**src/core/spmsp_pkg.sv**
```systemverilog
// Constants and carrier types for the speed monitor and shared port block.
package spmsp_pkg;

  // ----------------------------------------------------------------
  // Widths
  // ----------------------------------------------------------------
  localparam int unsigned SEL_W = 4;
  localparam int unsigned BUF_W = 24;
  localparam int unsigned AXIS_W = 2;
  localparam int unsigned PIN_N = 6;
  localparam int unsigned SPEED_W = 16;
  localparam int unsigned SPEED_LSB = 8;

  // ----------------------------------------------------------------
  // Register select codes
  // ----------------------------------------------------------------
  localparam logic [SEL_W-1:0] SEL_SPEED = 4'h6;
  localparam logic [SEL_W-1:0] SEL_LEVEL = 4'hb;
  localparam logic [SEL_W-1:0] SEL_DIR = 4'hc;

  // ----------------------------------------------------------------
  // Values
  // ----------------------------------------------------------------
  localparam logic [SPEED_W-1:0] SPEED_MAX = 16'h1fff;
  localparam logic [SPEED_W-1:0] SPEED_IDLE = 16'h0000;
  localparam logic [PIN_N-1:0] LEVEL_RST = 6'h00;
  localparam logic [PIN_N-1:0] DIR_RST = 6'h3f;
  localparam logic [BUF_W-1:0] RDBUF_RST = 24'h000000;

  // ----------------------------------------------------------------
  // Carriers
  // ----------------------------------------------------------------
  typedef struct packed {
    logic [SEL_W-1:0] sel;
    logic wr;
    logic rd;
    logic [AXIS_W-1:0] axis;
    logic [BUF_W-1:0] wdata;
  } spmsp_req_type;

  typedef struct packed {
    logic [PIN_N-1:0] level;
    logic [PIN_N-1:0] oe;
  } spmsp_pin_type;

endpackage : spmsp_pkg

```
**src/core/spmsp_speed_mon.sv**
```systemverilog
// Registered current speed value, clamped to range and zero while idle.
`timescale 1ns/1ps
module spmsp_speed_mon (
  input wire logic clk_i,
  input wire logic reset_n_i,
  input wire logic busy_i,
  input wire logic [spmsp_pkg::SPEED_W-1:0] step_i,
  output logic [spmsp_pkg::SPEED_W-1:0] speed_o
);
  import spmsp_pkg::*;

  logic [SPEED_W-1:0] speed_d;
  logic [SPEED_W-1:0] speed_q;

  // ----------------------------------------------------------------
  // Next value
  // ----------------------------------------------------------------
  always_comb begin
    if (!busy_i) begin
      speed_d = SPEED_IDLE;
    end else if (step_i > SPEED_MAX) begin
      speed_d = SPEED_MAX;
    end else begin
      speed_d = step_i;
    end
  end

  always_ff @(posedge clk_i or negedge reset_n_i) begin
    if (!reset_n_i) begin
      speed_q <= SPEED_IDLE;
    end else begin
      speed_q <= speed_d;
    end
  end

  assign speed_o = speed_q;
endmodule : spmsp_speed_mon

```
**src/core/spmsp_top.sv**
```systemverilog
// Current speed read-back and six-pin shared port with direction control.
`timescale 1ns/1ps
// Overview of operation
// Speed read-only, code 0110b, bits 23..8.
// Speed uses low/high setting step units.
// Speed lies between zero and 8191.
// Speed reads zero while no pulses run.
// Speed equals pulse rate over magnification.
// Level register code 1011b, bits 7..6 zero.
// Level write drives pin, read returns pin.
// Shared-port registers exist only with serial host.
// Parallel host: writes ignored, reads return 00h.
// One level register, axis selection ignored.
// One direction register, axis selection ignored.
// Direction register code 1100b, bits 7..6 zero.
// Direction 0 drives output, 1 is input.
// Input releases driver, keeps level bit.
module spmsp_top (
  input wire logic clk_i,
  input wire logic reset_n_i,
  input wire logic serial_host_i,
  input wire spmsp_pkg::spmsp_req_type req_i,
  output logic [spmsp_pkg::BUF_W-1:0] read_buf_o,
  input wire logic pulse_busy_i,
  input wire logic [spmsp_pkg::SPEED_W-1:0] speed_step_i,
  input wire logic [spmsp_pkg::PIN_N-1:0] shared_pins_i,
  output spmsp_pkg::spmsp_pin_type shared_pins_o
);
  import spmsp_pkg::*;

  // ----------------------------------------------------------------
  // Decode
  // ----------------------------------------------------------------
  function automatic logic sel_hit(input logic [SEL_W-1:0] sel, input logic [SEL_W-1:0] code);
    sel_hit = (sel == code);
  endfunction : sel_hit

  logic [SPEED_W-1:0] speed;
  logic [PIN_N-1:0] level_d;
  logic [PIN_N-1:0] level_q;
  logic [PIN_N-1:0] dir_d;
  logic [PIN_N-1:0] dir_q;
  logic [BUF_W-1:0] rdbuf_d;
  logic [BUF_W-1:0] rdbuf_q;
  logic port_wr;

  // ----------------------------------------------------------------
  // Speed monitor
  // ----------------------------------------------------------------
  spmsp_speed_mon u_speed (
    .clk_i(clk_i),
    .reset_n_i(reset_n_i),
    .busy_i(pulse_busy_i),
    .step_i(speed_step_i),
    .speed_o(speed)
  );

  // ----------------------------------------------------------------
  // Shared port registers
  // ----------------------------------------------------------------
  // The axis field is never looked at, so every axis reaches the same pair.
  assign port_wr = req_i.wr && serial_host_i;

  always_comb begin
    level_d = level_q;
    dir_d = dir_q;
    if (port_wr && sel_hit(req_i.sel, SEL_LEVEL)) begin
      level_d = req_i.wdata[PIN_N-1:0];
    end
    if (port_wr && sel_hit(req_i.sel, SEL_DIR)) begin
      dir_d = req_i.wdata[PIN_N-1:0];
    end
  end

  always_ff @(posedge clk_i or negedge reset_n_i) begin
    if (!reset_n_i) begin
      level_q <= LEVEL_RST;
      dir_q <= DIR_RST;
    end else begin
      level_q <= level_d;
      dir_q <= dir_d;
    end
  end

  // Level bits are held while a pin is an input and reappear when it drives again.
  assign shared_pins_o.level = level_q;
  assign shared_pins_o.oe = ~dir_q;

  // ----------------------------------------------------------------
  // Read buffer
  // ----------------------------------------------------------------
  always_comb begin
    rdbuf_d = rdbuf_q;
    if (req_i.rd) begin
      rdbuf_d = RDBUF_RST;
      if (sel_hit(req_i.sel, SEL_SPEED)) begin
        rdbuf_d[SPEED_LSB +: SPEED_W] = speed;
      end else if (sel_hit(req_i.sel, SEL_LEVEL) && serial_host_i) begin
        rdbuf_d[PIN_N-1:0] = shared_pins_i;
      end else if (sel_hit(req_i.sel, SEL_DIR) && serial_host_i) begin
        rdbuf_d[PIN_N-1:0] = dir_q;
      end
    end
  end

  always_ff @(posedge clk_i or negedge reset_n_i) begin
    if (!reset_n_i) begin
      rdbuf_q <= RDBUF_RST;
    end else begin
      rdbuf_q <= rdbuf_d;
    end
  end

  assign read_buf_o = rdbuf_q;

  // ----------------------------------------------------------------
  // Per-pin driver checks
  // ----------------------------------------------------------------
  // A released pin keeps its level bit, so a later switch back to output drives it at once.
  for (genvar n = 0; n < PIN_N; n++) begin : g_pin_check

  end : g_pin_check
endmodule : spmsp_top

```
**config.mk**
```make
export PLATFORM = sky130hd
export DESIGN_NAME = spmsp_top
export DESIGN_NICKNAME = d
export VERILOG_FILES = /design/src/core/spmsp_pkg.sv /design/src/core/spmsp_speed_mon.sv /design/src/core/spmsp_top.sv
export SDC_FILE = /design/constraint.sdc
export NUM_CORES = 1
export LEC_CHECK = 0
export BUFFER_PORTS_ARGS = -buffer_cell sky130_fd_sc_hd__buf_4
export CAP_MARGIN = 40
export CELL_PAD_IN_SITES_DETAIL_PLACEMENT = 1
export CELL_PAD_IN_SITES_GLOBAL_PLACEMENT = 2
export CORE_ASPECT_RATIO = 0.7
export CORE_MARGIN = 2
export CORE_UTILIZATION = 30
export DETAILED_ROUTE_END_ITERATION = 7
export PLACE_DENSITY = 0.85
export SLEW_MARGIN = 10
export SYNTH_ARGS = -nofsm -noshare
export SYNTH_HDL_FRONTEND = slang
export SYNTH_SLANG_ARGS = --single-unit
```
**constraint.sdc**
```tcl
create_clock -name clk_i -period 2.2 [get_ports clk_i]
set_input_delay 0.11 -clock clk_i [delete_from_list [all_inputs] [get_ports clk_i]]
set_output_delay 0.11 -clock clk_i [all_outputs]
set_load 0.05 [all_outputs]
```
==> results.env, run 1 <==
PLACEDINSTANCEAREA_SQ_MM=0.00253
DP_CELLS=274
GRT_MAX_DEGREE=51
VIAS_PER_CELL=4.67
FINAL_CRITICAL_PATH_SETUP_SLACK_PS=1000
TIMING.CRITICAL_PATH.TO_TYPE='output port'
GR_USAGE_TOTAL_PCT=14.1
COUNT_OF_BUFFERING_CELLS_ON_THE_CRITICAL_PATH_WITH_INVERTERS_INCLUDED=2
TRITONCTS.NUM_BUFFERS=5
HOLDWS_PS=20.3
SW_FRAC_OF_TOTAL_PCT=29.6
GP_ROUTABILITY_CONGESTION=0.670
INSERTEDDIODECOUNT=0
RSZ0062_AT_GRT='no'
FINAL_PERIOD_DEMAND_OF_THE_WORST_PATH_PS=1200
WL_PER_CELL_UM=16.8
POST_CTS_BUFFERS=0
CTS.HTREE.LEVELS=2
INITIAL_CORE_UTIL_PCT=31.0
FIN_AREA_SQ_MM=0.00265
SYNTH_SEQ_CELLS=50
ANTENNA_VIOLATIONS_BEFORE_REPAIR=0
POWER_PER_CELL_AREA_mW_PER_MM2=820
CTS_ROOT_BUF='clkbuf_8'
CLOCK_SINK_COUNT=50
FINISH.NET_COUNT=262
FINAL_ROUTED_DRC_VIOLATION_TOTAL=0
POWER.TOTAL_mW=2.17
CP_DATA_REQUIRED_TIME_PS=2090
CTS_RESIZED=0
SYNTHESIS.INSTANCES=129
LAYOUTNONFILLERINSTCOUNT=283
SETUP_VIOLATIONS=0
CRITICAL_PATH.STARTPOINT_TYPE='flop'
TIMING.HOLD.WORST.CLASS='primary input to flop'
PLACE_HPWL_MM=3.33
YS_WARN_COUNT=0
CAP_VIOL_MAX_COUNT=0
CORE_AREA_SQ_MM=0.00625
CRITPATHMAXSTAGEDELAY_PS=570
DP_SLACK_PS=678
PORT-BUFFER-COUNT=71
FIRSTDRTPASSITERS=4
SHARE_SEQ_OF_TOTAL_POWER_PCT=48.2
INTERNAL_POWER_mW=1.53
YS_SEQ_AREA_SHARE_PCT=64.9
SYNTH_CELL_TYPES=22
PATH_MAX_FANOUT=3
DRT_FIRST_ITER_VIOLATIONS=33
CLOCK.FMAX_GHz=0.835
FP.DIEAREA_SQ_MM=0.00713
OUTCOME='finished, final reports clean'
WORST_SETUP_HOLD_PATH_CLK_SLEW_PS=90
VIAS=1322
CLOCK_SKEW_PS=3.82
P_LEAK_nW=1.29
NUM_IO_PINS=94
SLEW-LIMIT-HEADROOM_PCT=51.4
DRT_WL_TOTAL_MM=4.75
CLOCK_LATENCY_PS=300
DIE_HEIGHT_UM=71.3
FP.DIEW_UM=100
HOLD_VIOLATIONS=0
FIN_UTIL_PCT=42.4
CRITICAL_PATH_CLASS='flop to output port'
CP_TOP_FAMILY='flip-flops'
AREA_GROWTH_SYN_TO_LAYOUT_PCT=36.7
DRIVE_ABOVE_1_SHARE_PCT=48.8
CTS_MAX_PATH_BUFFERS=2
CRITPATHSLOWESTCELL='dfstp_2'
PEAKVDDDROP_mV=0.301
FINAL.FILL_COUNT=671
REPORT.FINAL.SLEW_VIOL_COUNT=0
FIRST_GLOBAL_VIAS=1469
SWITCHING_POWER_mW=0.643
PWR-SHARE-COMB_PCT=22.2
GR-TOTAL-OVERFLOW=0
ARRIVAL_PS=1090
GLOBAL_ROUTE_WIRE_LENGTH_BEFORE_REPAIR_MM=7.74
POSTSYNTHAREAPERCELL_SQ_UM=15.0
TIGHTESTPINTRANSITION_PS=729
CRIT_CHAIN='inv_1, buf_4'
CTS_TREE='yes'
ANT_NETS=0
R2R_SLACK_PS=1310
FINAL.SETUP.TNS_PS=0
SHARE_CLK_OF_TOTAL_POWER_PCT=29.6
POST_SYNTH_INSTANCE_AREA_SQ_MM=0.00194
FP-ROW-COUNT=24
MIN_PERIOD_OVER_PERIOD_PCT=54.4
[synth_stat cells]
master,number,share of area [%]
buf_2,1,0.26
dfstp_2,6,8.1
and3b_1,1,0.45
nand4b_1,1,0.45
clkbuf_1,3,0.58
buf_1,1,0.19
o21a_1,13,5.0
nor2_1,1,0.19
conb_1,1,0.19
buf_6,3,1.7
nand3_1,1,0.26
and4_4,1,0.58
a22oi_1,6,2.3
buf_4,2,0.77
nor3b_2,1,0.65
or3_1,1,0.32
mux2_4,12,9.3
inv_1,7,1.4
a22o_1,16,7.2
and4_1,1,0.45
dfrtp_1,44,57
o2bb2ai_1,6,2.7
[power groups by stage]
stage                     clock network [mW]  logic, mW  registers, mW
after global placement                     0      0.475           1.06
final                                  0.643      0.482           1.05
after floorplan                            0      0.202           1.16
after global routing                   0.704      0.509           1.06
after CTS                              0.673      0.488           1.05
after detailed placement                   0      0.486           1.07
[cell type report]
class	count	area, sq um	share of cell area, %
clock buffers	6	72.6	2.74
clock inverters	2	37.5	1.42
inverters	7	26.3	0.992
multi-input cells	66	599	22.6
flip-flops and latches	50	1260	47.5
well taps	78	97.6	3.68
repair buffers	74	558	21.1
[routing by layer]
layer / global-route usage [%] / up-vias / part of all wire, %
met4: 4.57 / 0 / 1.2
met2: 21.4 / 35 / 46
met1: 20.3 / 673 / 49
met5: 0 / - / 0
li1: - / 609 / -
met3: 3.02 / 5 / 4.2
[placed cells by master, fill, tap and decap left out]
cell,Yosys,routed
buf_4,2,73
dfrtp_1,44,44
a22o_1,16,16
o21a_1,13,13
mux2_4,12,12
inv_1,7,7
a22oi_1,6,6
o2bb2ai_1,6,6
dfstp_2,6,6
conb_1,1,5
clkbuf_8,0,5
or3_1,1,1
nand4b_1,1,1
nor2_1,1,1
nor3b_2,1,1
and3b_1,1,1
nand3_1,1,1
and4_4,1,1
and4_1,1,1
bufinv_16,0,1
clkinvlp_4,0,1
clkbuf_1,3,1
dlygate4sd3_1,0,1
[path summary, 6_finish.rpt]
| path | from | to | cells after the start |
|---|---|---|---|
| max | dir_q[0] | shared_pins_o[0] | 2 |
| min | speed_step_i[4] | u_speed.speed_o[4] | 2 |
| max reg2reg | dir_q[0] | read_buf_o[0] | 2 |
| min reg2reg | u_speed.speed_o[14] | read_buf_o[22] | 1 |
| max in group asynchronous | reset_n_i | u_speed.speed_o[2] | 2 |
| min in group asynchronous | reset_n_i | u_speed.speed_o[12] | 2 |
[repair_timing]
item	4_1_cts	5_1_grt
hold buffers	1	0
hold endpoints to repair	44	0
endpoints found under the setup margin	0	0
[state kept, by name (all words and copies together), names as in the netlist]
| name | cells |
|---|---|
| dir_q | 6 |
| u_speed.speed_o | 16 |
| level_q | 6 |
| read_buf_o | 22 |
[kinds of logic (layout without fill, tap and decap cells)]
logic type             Yosys count  count (layout)  share of synthesized area (%)
DFF                             50              50                           64.9
and+or+nand+nor                  8               8                           3.36
buffers and inverters           17              89                           4.91
other                            1               5                          0.193
AOI/OAI and AO/OA               41              41                           17.3
muxes                           12              12                           9.30
Note: power is estimated with default switching activity, not from simulation.
==> run 2, diff against run 1 <==
--- a/config.mk
+++ b/config.mk
@@ -11,9 +11,9 @@
 export CELL_PAD_IN_SITES_GLOBAL_PLACEMENT = 2
 export CORE_ASPECT_RATIO = 0.7
 export CORE_MARGIN = 2
-export CORE_UTILIZATION = 30
+export CORE_UTILIZATION = 28
 export DETAILED_ROUTE_END_ITERATION = 7
-export PLACE_DENSITY = 0.85
+export PLACE_DENSITY = 0.8
 export SLEW_MARGIN = 10
 export SYNTH_ARGS = -nofsm -noshare
 export SYNTH_HDL_FRONTEND = slang
==> constraint.sdc (replaced) <==
create_clock -name clk_i -period 1.3 [get_ports clk_i]
set_input_delay 0.065 -clock clk_i [delete_from_list [all_inputs] [get_ports clk_i]]
set_output_delay 0.065 -clock clk_i [all_outputs]
set_load 0.05 [all_outputs]
==> run 2 against run 1 <==
Against the previous run:
- setup slack got worse by 860 ps
- cell count up 13%
- clock skew is 1.2 ps lower
- sequential cell count unchanged
- die area is 6.8% higher
- core utilization up 0.33 points
- sequential power grew 69%
- via count up 4.8%
- critical path depth did not move
- cell area up 8.5%
==> results.env, run 2 (synthesis results as in run 1) <==
CRIT_CHAIN='inv_1, buf_4'  # unchanged
ANTENNA_VIOLATIONS_BEFORE_REPAIR=0  # unchanged
CTS.HTREE.LEVELS=2  # unchanged
TRITONCTS.NUM_BUFFERS=5  # unchanged
MIN_PERIOD_OVER_PERIOD_PCT=88.7
CRITPATHSLOWESTCELL='dfstp_2'  # unchanged
PATH_MAX_FANOUT=3  # unchanged
CLOCK_SINK_COUNT=50  # unchanged
VIAS_PER_CELL=4.34  # was 4.67
FP-ROW-COUNT=25  # was 24
CTS_TREE='yes'  # unchanged
CTS_RESIZED=0  # unchanged
FINAL_ROUTED_DRC_VIOLATION_TOTAL=0  # unchanged
POST_CTS_BUFFERS=0  # unchanged
R2R_SLACK_PS=420  # was 1310 ps
HOLD_VIOLATIONS=0  # unchanged
FP.DIEW_UM=103  # was 100 um
SETUP_VIOLATIONS=0  # unchanged
CRITICAL_PATH.STARTPOINT_TYPE='flop'  # unchanged
PEAKVDDDROP_mV=0.465  # was 0.301 mV
MOSTFREQUENTLAYOUTCELLS='buf_4 (75), dfrtp_1 (44), dlygate4sd3_1 (18), a22o_1 (16), o21a_1 (13)'  # was buf_4 (73), dfrtp_1 (44), a22o_1 (16), o21a_1 (13), mux2_4 (12)
TIMING.HOLD.WORST.CLASS='primary input to flop'  # unchanged
LAYOUT_COMMONEST_CELL='buf_4'  # unchanged
FIN_AREA_SQ_MM=0.00288  # was 0.00265 sq mm
WORST_SETUP_HOLD_PATH_CLK_SLEW_PS=90  # about the same
FP.DIEAREA_SQ_MM=0.00761  # was 0.00713 sq mm
REPORT.FINAL.SLEW_VIOL_COUNT=0  # unchanged
CAP_VIOL_MAX_COUNT=0  # unchanged
OUTCOME='finished, final reports clean'  # unchanged
FINAL.FILL_COUNT=722  # was 671
WORST_HOLD_PATH.ENDPOINT='level_q[3]'  # was u_speed.speed_o[4]
PORT-BUFFER-COUNT=71  # unchanged
POWER_PER_CELL_AREA_mW_PER_MM2=1290  # was 820 mW/mm^2
VIAS=1386  # was 1322
CP_DATA_REQUIRED_TIME_PS=1240  # was 2090 ps
P_LEAK_nW=1.38  # was 1.29 nW
GLOBAL_ROUTE_WIRE_LENGTH_BEFORE_REPAIR_MM=7.61  # was 7.74 mm
CRIT-REG2REG-CAPTURE='read_buf_o[5]'  # was read_buf_o[0]
GRT_MAX_DEGREE=51  # unchanged
R2R-START='dir_q[5]'  # was dir_q[0]
PLACE_HPWL_MM=3.42  # was 3.33 mm
NUM_IO_PINS=94  # unchanged
PLACEDINSTANCEAREA_SQ_MM=0.00258  # was 0.00253 sq mm
WORSTHOLDSTART='req_i[3]'  # was speed_step_i[4]
AREA_GROWTH_SYN_TO_LAYOUT_PCT=48.4  # was 36.7%
GP_ROUTABILITY_CONGESTION=0.735  # was 0.670
DRT_FIRST_ITER_VIOLATIONS=45  # was 33
CRITPATHMAXSTAGEDELAY_PS=560  # was 570 ps
DRIVE_ABOVE_1_SHARE_PCT=45.8  # was 48.8%
DIE_HEIGHT_UM=73.6  # was 71.3 um
FINAL_PERIOD_DEMAND_OF_THE_WORST_PATH_PS=1150
TIGHTESTPINTRANSITION_PS=633  # was 729 ps
GR_USAGE_TOTAL_PCT=13.5  # was 14.1%
CORE_AREA_SQ_MM=0.00673  # was 0.00625 sq mm
DRT_WL_TOTAL_MM=4.94  # was 4.75 mm
INSERTEDDIODECOUNT=0  # unchanged
CLOCK.FMAX_GHz=0.867
ARRIVAL_PS=1090  # about the same
WORST_HOLD_DEPTH=2  # unchanged
LARGEST_REGISTER_FFS=22  # unchanged
DP_CELLS=293  # was 274
INITIAL_CORE_UTIL_PCT=28.8  # was 31.0%
ANT_NETS=0  # unchanged
LAYOUTNONFILLERINSTCOUNT=319  # was 283
TIMING.CRITICAL_PATH.TO_TYPE='output port'  # unchanged
CRITICAL_PATH_CLASS='flop to output port'  # unchanged
FIRSTDRTPASSITERS=3  # was 4
CLOCK_SKEW_PS=2.64  # was 3.82 ps
FINISH.NET_COUNT=282  # was 262
CTS_ROOT_BUF='clkbuf_8'  # unchanged
FINAL.SETUP.TNS_PS=0  # unchanged
SLEW-LIMIT-HEADROOM_PCT=57.8  # was 51.4%
CTS_MAX_PATH_BUFFERS=2  # unchanged
GR-TOTAL-OVERFLOW=0  # unchanged
WL_PER_CELL_UM=15.5  # was 16.8 um
WORSTREGTOREGCELLS=2  # unchanged
RSZ0062_AT_GRT='no'  # unchanged
FIRST_GLOBAL_VIAS=1527  # was 1469
CLOCK_LATENCY_PS=290  # was 300 ps
run 2: cell type report:
cell class | count | area (sq um) | area share (%)
Clock inverter | 2 | 37.5 | 1.31
Sequential cell | 50 | 1260 | 43.8
Timing Repair Buffer | 94 | 763 | 26.5
Tap cell | 94 | 118 | 4.09
Clock buffer | 6 | 72.6 | 2.52
Inverter | 7 | 26.3 | 0.914
Multi-Input combinational cell | 66 | 599 | 20.8
run 2: metal layers:
metal | part of all wire (%) | track usage [%] | up-vias
met3 | 4.1 | 2.85 | 6
li1 | - | - | 649
met4 | 2.0 | 5.70 | 0
met1 | 44 | 16.9 | 698
met2 | 49 | 22.9 | 33
met5 | 0 | 0 | -
run 2: timing repair:
| item | 4_1_cts | 5_1_grt |
|---|---|---|
| hold buffers | 16 | 2 |
| setup endpoints to repair | 0 | 0 |
| hold endpoints to repair | 61 | 4 |
run 2: where the power goes:
part / total [mW] / leakage, nW / internal [mW] / switching (mW)
Sequential: 1.77 / 0.633 / 1.70 / 0.0692
Combinational: 0.864 / 0.692 / 0.355 / 0.509
Clock: 1.08 / 0.0514 / 0.574 / 0.501
Total: 3.71 / 1.38 / 2.63 / 1.08
run 2: critical path, delay by kind of cell (launching register included):
family / cells / cell delay (ps)
buffers and inverters: 2 / 230
DFF: 1 / 560
run 2: how the worst max path moves through the flow:
stage	start	to	slack (ps)
finish	dir_q[4]	shared_pins_o[4]	150
global route	dir_q[3]	shared_pins_o[3]	100
CTS	dir_q[3]	shared_pins_o[3]	140
detailed placement	req_i[30]	level_q[2]	90
global placement	req_i[30]	level_q[5]	120
floorplan	req_i[30]	level_q[0]	170
run 2: stage by stage:
step                hold slack (ps)  power [mW]  util [%]  worst slack (ps)
CTS                            1.19        3.76      42.5               136
finish                         12.1        3.71      42.8               147
global route                   2.44        3.88      42.8               103
global placement                132        2.60      38.4               116
detailed placement              127        2.62      38.4              85.6
floorplan                      -231        2.30         -               170
